## config.mk

```make
export PLATFORM = sky130hd
export DESIGN_NAME = shh_host_if
export DESIGN_NICKNAME = d
export VERILOG_FILES = /design/src/shh_pkg.sv /design/src/shh_sync2.sv /design/src/shh_host_if.sv
export SDC_FILE = /design/constraint.sdc
export NUM_CORES = 2
export LEC_CHECK = 0
export BUFFER_PORTS_ARGS = -buffer_cell sky130_fd_sc_hd__buf_2
export CELL_PAD_IN_SITES_DETAIL_PLACEMENT = 2
export CELL_PAD_IN_SITES_GLOBAL_PLACEMENT = 2
export CORE_ASPECT_RATIO = 2
export CORE_MARGIN = 5
export CORE_UTILIZATION = 41
export DETAILED_ROUTE_END_ITERATION = 6
export GPL_ROUTABILITY_DRIVEN = 0
export GPL_TIMING_DRIVEN = 0
export PLACE_DENSITY_LB_ADDON = 0.2
export SLEW_MARGIN = 20
export SYNTH_ARGS = -nofsm -noshare
export SYNTH_HDL_FRONTEND = slang
export SYNTH_HIERARCHICAL = 1
export SYNTH_SLANG_ARGS = --single-unit
```

## constraint.sdc

```tcl
create_clock -name aclk -period 3.9 [get_ports aclk]
set_input_delay 1.17 -clock aclk [delete_from_list [all_inputs] [get_ports aclk]]
set_output_delay 1.17 -clock aclk [all_outputs]
set_load 0.005 [all_outputs]
```

## src/shh_pkg.sv

```systemverilog
`default_nettype none
package shh_pkg;
    // ****************************************
    // timing
    // ****************************************
    localparam int CLK_PERIOD_NS = 40;
    localparam int ACQ_TIME_NS = 16000;
    localparam int CAL_TIME_NS = 45000;
    // acquisition length rounds up so the core always gets its full time
    localparam logic [15:0] ACQ_CYCLES =
        16'((ACQ_TIME_NS + CLK_PERIOD_NS - 1) / CLK_PERIOD_NS);
    localparam logic [15:0] CAL_CYCLES =
        16'((CAL_TIME_NS + CLK_PERIOD_NS - 1) / CLK_PERIOD_NS);

    // ****************************************
    // serial word layout and lengths
    // ****************************************
    localparam logic [4:0] CMD_LAST = 5'h09;
    localparam logic [4:0] RB_LAST = 5'h0D;
    localparam logic [4:0] TEST_LAST = 5'h17;
    localparam int CMD_MODE_HI = 9;
    localparam int CMD_MODE_LO = 8;
    localparam int CMD_CAL = 7;
    localparam int CMD_OFFS = 6;
    localparam int CMD_TEST = 5;
    localparam int CODE_W = 14;
    localparam int NUM_CH = 33;
    localparam logic [5:0] OFFSET_CH = 6'h20;

    typedef enum logic [1:0] {
        MODE_HOLD = 2'h0,
        MODE_TEST = 2'h1,
        MODE_ACQ_RB = 2'h2,
        MODE_RB = 2'h3
    } shh_mode_t;

    typedef enum logic [1:0] {
        SER_IDLE = 2'h0,
        SER_RX = 2'h1,
        SER_TX = 2'h3
    } shh_ser_t;

    // ****************************************
    // register map
    // ****************************************
    localparam logic [7:0] REG_ACQ_TIME = 8'h00;
    localparam logic [7:0] REG_CAL_TIME = 8'h04;
    localparam logic [7:0] REG_STATUS = 8'h08;
    localparam logic [7:0] REG_LAST_CMD = 8'h0C;
    localparam logic [1:0] RESP_OKAY = 2'h0;
    localparam logic [1:0] RESP_SLVERR = 2'h2;
endpackage
`default_nettype wire

```

## src/shh_sync2.sv

```systemverilog
`timescale 1ns/1ps
`default_nettype none
module shh_sync2 #(
    parameter int W = 1
) (
    input wire logic aclk,
    input wire logic aresetn,
    input wire logic [W-1:0] async_in,
    output logic [W-1:0] sync_out
);
    logic [W-1:0] meta_q;
    logic [W-1:0] sync_q;

    // two stages; only the second is visible outside
    always_ff @(posedge aclk) begin
        if (!aresetn) begin
            meta_q <= '0;
            sync_q <= '0;
        end else begin
            meta_q <= async_in;
            sync_q <= meta_q;
        end
    end

    assign sync_out = sync_q;
endmodule
`default_nettype wire

```

## src/shh_host_if.sv

```systemverilog
// Functional notes
// - readback-only mode addresses a channel and starts no acquisition
// - after a readback-mode command, next frame shifts out 14-bit code
// - strap high: serial port used, parallel inputs ignored
// - strap low: parallel port used, serial port ignored
// - one active-low pin is frame select and chip select
// - readback bit launched on rising clock, host samples on falling
// - calibrate-all makes all 32 channels acquire, longer time
// - offset select targets offset channel, address bits ignored
// - five-bit address picks one of 32 channels, MSB first
// - frame fall clears counter; further frame edges ignored until done
// - after full count, clock edges ignored until next frame fall
// - output driven from first rise, released on 14th falling edge
// - input bits taken on falling clock edges, MSB first
// - nothing shifts before a frame-select falling edge
// - works with continuous or gated shift clock
// - parallel: address pins latched on write strobe rising edge
// - parallel: offset pin high targets offset channel
// - parallel: calibrate pin high makes all 32 channels acquire
// - mode bits: hold, acquire+readback, readback; 01 test until 24 clocks
// - hold-acquire mode: addressed channel acquires and updates its code
//
// Local design decisions: the register offsets and the AXI4-Lite register port.
`timescale 1ns/1ps
`default_nettype none
module shh_host_if
    import shh_pkg::*;
(
    input wire logic aclk,
    input wire logic aresetn,
    input wire logic [7:0] s_axi_awaddr,
    input wire logic s_axi_awvalid,
    output logic s_axi_awready,
    input wire logic [31:0] s_axi_wdata,
    input wire logic [3:0] s_axi_wstrb,
    input wire logic s_axi_wvalid,
    output logic s_axi_wready,
    output logic [1:0] s_axi_bresp,
    output logic s_axi_bvalid,
    input wire logic s_axi_bready,
    input wire logic [7:0] s_axi_araddr,
    input wire logic s_axi_arvalid,
    output logic s_axi_arready,
    output logic [31:0] s_axi_rdata,
    output logic [1:0] s_axi_rresp,
    output logic s_axi_rvalid,
    input wire logic s_axi_rready,
    input wire logic interface_select,
    input wire logic frame_sel_n,
    input wire logic sclk,
    input wire logic sdin,
    output logic sdout,
    output logic sdout_oe,
    input wire logic wr_n,
    input wire logic [4:0] channel_addr,
    input wire logic offset_sel,
    input wire logic cal_all,
    input wire logic [13:0] conv_code,
    output logic acq_start,
    output logic [5:0] acq_channel,
    output logic acq_all,
    output logic acq_busy
);
    // ****************************************
    // state
    // ****************************************
    typedef struct packed {
        shh_ser_t st;
        logic [4:0] cnt;
        logic [9:0] sh;
        logic [13:0] rd;
        logic oe;
        logic dout;
        logic rb_pend;
        logic [5:0] rb_ch;
        logic test;
        logic busy;
        logic [15:0] tmr;
        logic [5:0] tgt;
        logic all;
        logic acq_pulse;
        logic [NUM_CH-1:0][CODE_W-1:0] mem;
        logic sclk_p;
        logic sync_p;
        logic wr_p;
        logic [15:0] acq_time;
        logic [15:0] cal_time;
        logic [9:0] last_cmd;
        logic aw_got;
        logic [7:0] awaddr;
        logic w_got;
        logic [31:0] wdata;
        logic [3:0] wstrb;
        logic bvalid;
        logic [1:0] bresp;
        logic rvalid;
        logic [31:0] rdata;
        logic [1:0] rresp;
    } shh_state_t;

    shh_state_t q;
    shh_state_t n;

    // ****************************************
    // pin synchronisers and edges
    // ****************************************
    logic [11:0] pins_s;
    logic s_sclk, s_sync, s_sync_n, s_din, s_wr, s_wr_n, s_sel, s_offs, s_cal;
    logic [4:0] s_addr;

    shh_sync2 #(.W(12)) u_sync (
        .aclk(aclk),
        .aresetn(aresetn),
        .async_in({sclk, ~frame_sel_n, sdin, ~wr_n, interface_select,
                   channel_addr, offset_sel, cal_all}),
        .sync_out(pins_s)
    );

    // active-low pins travel inverted so a cleared synchroniser reads as idle, not an edge
    assign {s_sclk, s_sync, s_din, s_wr, s_sel, s_addr, s_offs, s_cal} = pins_s;
    assign s_sync_n = !s_sync;
    assign s_wr_n = !s_wr;

    logic sclk_rise, sclk_fall, sync_fall, wr_rise, sel_ser;
    // the clock is only watched for edges, so a free-running one is harmless
    assign sclk_rise = !q.sclk_p && s_sclk;
    assign sclk_fall = q.sclk_p && !s_sclk;
    assign sync_fall = q.sync_p && !s_sync_n;
    assign wr_rise = !q.wr_p && s_wr_n;
    assign sel_ser = s_sel;

    // ****************************************
    // command decode
    // ****************************************
    logic [9:0] cmd_w;
    logic cmd_done, test_exit, par_wr, ser_acq, acq_go, acq_allv;
    shh_mode_t cmd_mode;
    logic [5:0] cmd_tgt, par_tgt, acq_ch;
    logic [4:0] rx_last;

    assign rx_last = q.test ? TEST_LAST : CMD_LAST;
    assign cmd_w = {q.sh[8:0], s_din};
    assign cmd_done = (q.st == SER_RX) && sclk_fall && (q.cnt == CMD_LAST) && !q.test;
    assign test_exit = (q.st == SER_RX) && sclk_fall && (q.cnt == TEST_LAST) && q.test;
    // field order: mode, cal, offset, test, address (test bit unused)
    assign cmd_mode = shh_mode_t'(cmd_w[CMD_MODE_HI:CMD_MODE_LO]);
    assign cmd_tgt = cmd_w[CMD_OFFS] ? OFFSET_CH : {1'b0, cmd_w[4:0]};
    assign par_tgt = s_offs ? OFFSET_CH : {1'b0, s_addr};
    assign par_wr = !sel_ser && wr_rise && !s_sync_n;
    // readback-only mode never reaches the acquisition path
    assign ser_acq = cmd_done && (cmd_mode == MODE_HOLD || cmd_mode == MODE_ACQ_RB);
    assign acq_go = ser_acq || par_wr;
    assign acq_ch = par_wr ? par_tgt : cmd_tgt;
    assign acq_allv = par_wr ? s_cal : cmd_w[CMD_CAL];

    // ****************************************
    // next state
    // ****************************************
    always_comb begin
        n = q;
        n.acq_pulse = 1'b0;
        n.sclk_p = s_sclk;
        n.sync_p = s_sync_n;
        n.wr_p = s_wr_n;
        // serial engine; frame edges only matter while idle
        unique case (q.st)
            SER_IDLE: begin
                if (sel_ser && sync_fall) begin
                    n.cnt = 5'h00;
                    if (q.rb_pend) begin
                        n.st = SER_TX;
                        n.rd = q.mem[q.rb_ch];
                        n.rb_pend = 1'b0;
                    end else begin
                        n.st = SER_RX;
                    end
                end
            end
            SER_RX: begin
                if (sclk_fall) begin
                    n.sh = cmd_w;
                    n.cnt = q.cnt + 5'h01;
                    if (q.cnt == rx_last) begin
                        n.st = SER_IDLE;
                    end
                end
            end
            SER_TX: begin
                // input line not sampled here
                if (sclk_rise) begin
                    n.oe = 1'b1;
                    n.dout = q.rd[CODE_W-1];
                    n.rd = {q.rd[CODE_W-2:0], 1'b0};
                end
                if (sclk_fall) begin
                    n.cnt = q.cnt + 5'h01;
                    if (q.cnt == RB_LAST) begin
                        n.oe = 1'b0;
                        n.st = SER_IDLE;
                    end
                end
            end
            default: begin
                n.st = SER_IDLE;
            end
        endcase
        // strap moving mid-frame aborts; the port is simply not selected
        if (!sel_ser) begin
            n.st = SER_IDLE;
            n.oe = 1'b0;
        end
        if (cmd_done) begin
            n.last_cmd = cmd_w;
            unique case (cmd_mode)
                MODE_TEST: n.test = 1'b1;
                MODE_ACQ_RB, MODE_RB: begin
                    n.rb_pend = 1'b1;
                    n.rb_ch = cmd_tgt;
                end
                MODE_HOLD: n.rb_pend = 1'b0;
            endcase
        end
        if (test_exit) begin
            n.test = 1'b0;
        end
        // acquisition timer; a new command restarts it
        if (acq_go) begin
            n.busy = 1'b1;
            n.tgt = acq_ch;
            n.all = acq_allv;
            n.tmr = acq_allv ? q.cal_time : q.acq_time;
            n.acq_pulse = 1'b1;
        end else if (q.busy) begin
            if (q.tmr <= 16'h0001) begin
                n.busy = 1'b0;
                for (int i = 0; i < NUM_CH; i++) begin
                    if (q.all ? (i < NUM_CH - 1) : (i == int'(q.tgt))) begin
                        n.mem[i] = conv_code;
                    end
                end
            end else begin
                n.tmr = q.tmr - 16'h0001;
            end
        end
        // axi write: address and data accepted in either order
        if (s_axi_awvalid && s_axi_awready) begin
            n.aw_got = 1'b1;
            n.awaddr = {s_axi_awaddr[7:2], 2'b00};
        end
        if (s_axi_wvalid && s_axi_wready) begin
            n.w_got = 1'b1;
            n.wdata = s_axi_wdata;
            n.wstrb = s_axi_wstrb;
        end
        if (q.aw_got && q.w_got && !q.bvalid) begin
            n.bvalid = 1'b1;
            n.bresp = RESP_OKAY;
            unique case (q.awaddr)
                REG_ACQ_TIME: begin
                    if (q.wstrb[0]) n.acq_time[7:0] = q.wdata[7:0];
                    if (q.wstrb[1]) n.acq_time[15:8] = q.wdata[15:8];
                end
                REG_CAL_TIME: begin
                    if (q.wstrb[0]) n.cal_time[7:0] = q.wdata[7:0];
                    if (q.wstrb[1]) n.cal_time[15:8] = q.wdata[15:8];
                end
                REG_STATUS, REG_LAST_CMD: n.bresp = RESP_OKAY;
                default: n.bresp = RESP_SLVERR;
            endcase
        end
        if (q.bvalid && s_axi_bready) begin
            n.bvalid = 1'b0;
            n.aw_got = 1'b0;
            n.w_got = 1'b0;
        end
        // axi read: one cycle to answer
        if (s_axi_arvalid && s_axi_arready) begin
            n.rvalid = 1'b1;
            n.rresp = RESP_OKAY;
            unique case ({s_axi_araddr[7:2], 2'b00})
                REG_ACQ_TIME: n.rdata = {16'h0000, q.acq_time};
                REG_CAL_TIME: n.rdata = {16'h0000, q.cal_time};
                REG_STATUS: n.rdata = {26'h0000000, q.test, q.busy, q.rb_pend,
                                       sel_ser, q.st};
                REG_LAST_CMD: n.rdata = {22'h000000, q.last_cmd};
                default: begin
                    n.rdata = 32'h00000000;
                    n.rresp = RESP_SLVERR;
                end
            endcase
        end else if (q.rvalid && s_axi_rready) begin
            n.rvalid = 1'b0;
        end
    end

    // ****************************************
    // register
    // ****************************************
    always_ff @(posedge aclk) begin
        if (!aresetn) begin
            q <= '{st: SER_IDLE, acq_time: ACQ_CYCLES, cal_time: CAL_CYCLES,
                   sync_p: 1'b1, wr_p: 1'b1, default: '0};
        end else begin
            q <= n;
        end
    end

    // ****************************************
    // outputs
    // ****************************************
    assign s_axi_awready = !q.aw_got && !q.bvalid;
    assign s_axi_wready = !q.w_got && !q.bvalid;
    assign s_axi_bvalid = q.bvalid;
    assign s_axi_bresp = q.bresp;
    assign s_axi_arready = !q.rvalid;
    assign s_axi_rvalid = q.rvalid;
    assign s_axi_rdata = q.rdata;
    assign s_axi_rresp = q.rresp;
    assign sdout = q.dout;
    assign sdout_oe = q.oe;
    assign acq_start = q.acq_pulse;
    assign acq_channel = q.tgt;
    assign acq_all = q.all;
    assign acq_busy = q.busy;
endmodule
`default_nettype wire

```

==> impl_metrics.tcl <==
set metrics [dict create \
    async_flop_share_pct 0 \
    outcome "finished with violations" \
    ys_ff_latch 642 \
    syn_area_mm2 0.0289 \
    htreeDepth 2 \
    start_util_pct 41.4 \
    dp_slack_ns -1.24 \
    routed_wl_um 125000 \
    avgSynthCellArea_um2 10.2 \
    cp_num_buf_inv 4 \
    period_minus_slack_ns 4.00 \
    dr.pass1.iters 5 \
    setup_viol 5 \
    nFillCells 7378 \
    port_buffers 95 \
    routedWlPerCell_um 31.7 \
    worst_slew_pin_slew_ns 1.20 \
    path_cells "buf_2 > clkbuf_2 > nand3b_1 > buf_4 > clkbuf_1 > o221ai_1 > a211oi_1 > a211oi_2 > a221o_1" \
    cp-end-kind "flop" \
    ir_drop_uv 354 \
    synthMuxAreaShare_pct 26.5 \
    grt_max_degree 15 \
    layout_commonest_cell "nand2_1" \
    antenna_found_initial 1 \
    multiInputGateArea_mm2 0.0143 \
    cts_inserted_buffers 60 \
    final_area_mm2 0.0327 \
    cts.sinks 642 \
    cp_top_family "compound AO/OA/AOI/OAI gates" \
    synth_top_family_by_area "multiplexers" \
    path_clk_slew_ns 0.07 \
    overflow 0 \
    place_hpwl_um 96200 \
    synth_fa_ha_area_share_pct 0.173 \
    die_area_mm2 0.0761 \
    route.detailed.drc 0 \
    p_leak_nw 11.6 \
    fmax_mhz 250 \
    ios 137 \
    power.density_mw_per_mm2 414 \
    synth_cell_type_count 67 \
    seq_area_mm2 0.0129 \
    yosys-top-cells-area "dfxtp_1 45%, mux2i_1 19%, nand2_1 8.5%, mux4_2 7.2%, buf_12 2.3%" \
    maxSlewViolCount 0 \
    final_nets 3086 \
    period_share_pct 103 \
    tritoncts "done" \
    ys_seq_area_share_pct 44.5 \
    rows 137 \
    required_ns 4.44 \
    synth_xor_area_share_pct 0.364 \
    clock_latency_ns 0.66 \
    setup_slack_ns -0.0998 \
    skew_ns 0.0213 \
    die_w_um 198 \
    final_layout_size_suffix_gt1_share_pct 15.7 \
    critPathArrivalTime_ns 4.54 \
    synthSimpleGateAreaFrac_pct 14.8 \
    min_path_type "reg2reg" \
    crit_slowest_cell "clkbuf_1" \
    synth_edf_count 0 \
    violations "negative setup slack" \
    vias 23200 \
    syn_to_final_growth_pct 13.4 \
    dpl_cell_area_mm2 0.0306 \
    synth_top_area_share_pct 44.5 \
    cts_buffer_depth 3 \
    track_usage_pct 32.2 \
    final_cell_mix "651 x nand2_1, 641 x dfxtp_1, 542 x mux2i_1" \
    drt-initial-drc-count 926 \
    yosys.area.top_type "dfxtp_1" \
    ant_nets 0 \
    finalHoldViolCount 0 \
    synth_compound_gate_area_share_pct 7.12 \
    synthCells 2820 \
    relSlewSlack_pct 19.3 \
    cap_violations 0 \
    die_h_um 385 \
    path_max_fanout 10 \
    vias_per_cell 5.88 \
    synthFlopType "dfxtp_1" \
    grt_pass1_vias 26700 \
    grt_pass1_wl_um 179000 \
    core_region_area_mm2 0.0698 \
    yosys_warnings 6 \
    critPathMaxStageDelay_ns 0.76 \
    path_class "reg2reg" \
    root_buffer "clkbuf_16" \
    startpoint_type "flop" \
]
==> worst register-to-register path, stage by stage (launching register included) <==
cell      delay [ns]
dfxtp_1         0.41
buf_2           0.29
clkbuf_2        0.37
nand3b_1        0.23
buf_4           0.19
clkbuf_1        0.77
o221ai_1        0.50
a211oi_1        0.66
a211oi_2        0.16
a221o_1         0.31
==> report_power, final <==
group	total, mW	leakage, nW	internal [mW]	switching (mW)
logic	0.564	5.43	0.129	0.435
registers	6.62	5.18	6.59	0.0341
clock network	6.38	1.01	3.60	2.78
==> layout make-up <==
cell class                      instances  area share [%]
Timing Repair Buffer                   99            1.54
Clock inverter                         19           0.860
Sequential cell                       642            39.3
Clock buffer                           87            5.42
Inverter                               20           0.229
Buffer                                281            5.63
Antenna cell                            1         0.00765
Tap cell                              903            3.45
Multi-Input combinational cell       1893            43.6
==> flip-flops by register name, summed over array words and instances (netlist names), 2 cells and up <==
register         count
acq_channel          6
cmd_mode             2
cmd_w                7
q                  578
s_axi_rdata         16
u_sync/meta_q       12
u_sync/sync_out     12
==> cell usage after synthesis, drive strengths merged, types with 9 or more instances <==
master and instances:
nand2 651, nor2b 10, a22o 18, o221ai 9, clkbuf 175, nor3 12
nor2 100, dfxtp 642, a22oi 26, and2 39, o22ai 13, mux4 92
buf 107, mux2i 542, o21ai 35, a21oi 121, inv 20, mux2 14
a211oi 31, nand3 18
==> per-layer routing <==
| metal | track usage, % | wire length [um] | share of wire, % |
|---|---|---|---|
| met1 | 26.9 | 37200 | 30 |
| met2 | 60.9 | 66700 | 53 |
| met3 | 4.77 | 5050 | 4.0 |
| met4 | 32.9 | 16100 | 13 |
| met5 | 0 | 0 | 0 |
==> through the flow <==
| step | cells | power (mW) | setup TNS, ns | util, % | hold WS [ns] |
|---|---|---|---|---|---|
| 4_1_cts | 3944 | 13.6 | 0 | 46.9 | 0.417 |
| 3_3_place_gp | 3835 | 7.30 | -146.95 | 43.8 | 0.381 |
| 5_1_grt | 3944 | 13.9 | -0.0334 | 46.9 | 0.457 |
| 2_1_floorplan | 2837 | 7.03 | 0 | - | 0.367 |
| 6_report | 3945 | 13.6 | -0.200 | 46.9 | 0.417 |
| 3_5_place_dp | 3835 | 7.33 | -58.93 | 43.8 | 0.408 |
==> cells by family (layout without fill, tap and decap cells) <==
group / after synthesis / in the layout
and+or+nand+nor: 895 / 895
muxes: 648 / 648
DFF: 642 / 642
AOI/OAI and AO/OA: 316 / 316
buffers and inverters: 302 / 506
xor gates and xnor gates: 12 / 12
adders and majority gates: 4 / 4
other: 1 / 19
==> timing repair <==
action,in CTS,in global routing
buffers inserted,4,0
gates resized for setup,20,4
cloned,0,0
hold buffers,0,0
endpoints found under the setup margin,14,3
==> final timing paths <==
kind | startpoint | to | slack (ns) | depth (start not counted)
hold / removal | u_sync/sync_out[8] | q[126] | 0.42 | 1
hold reg to reg | u_sync/sync_out[8] | q[126] | 0.42 | 1
setup reg to reg | q[618] | q[631] | -0.1 | 9
setup / recovery | q[618] | q[631] | -0.1 | 9
Power figures use the tool's default switching activity.
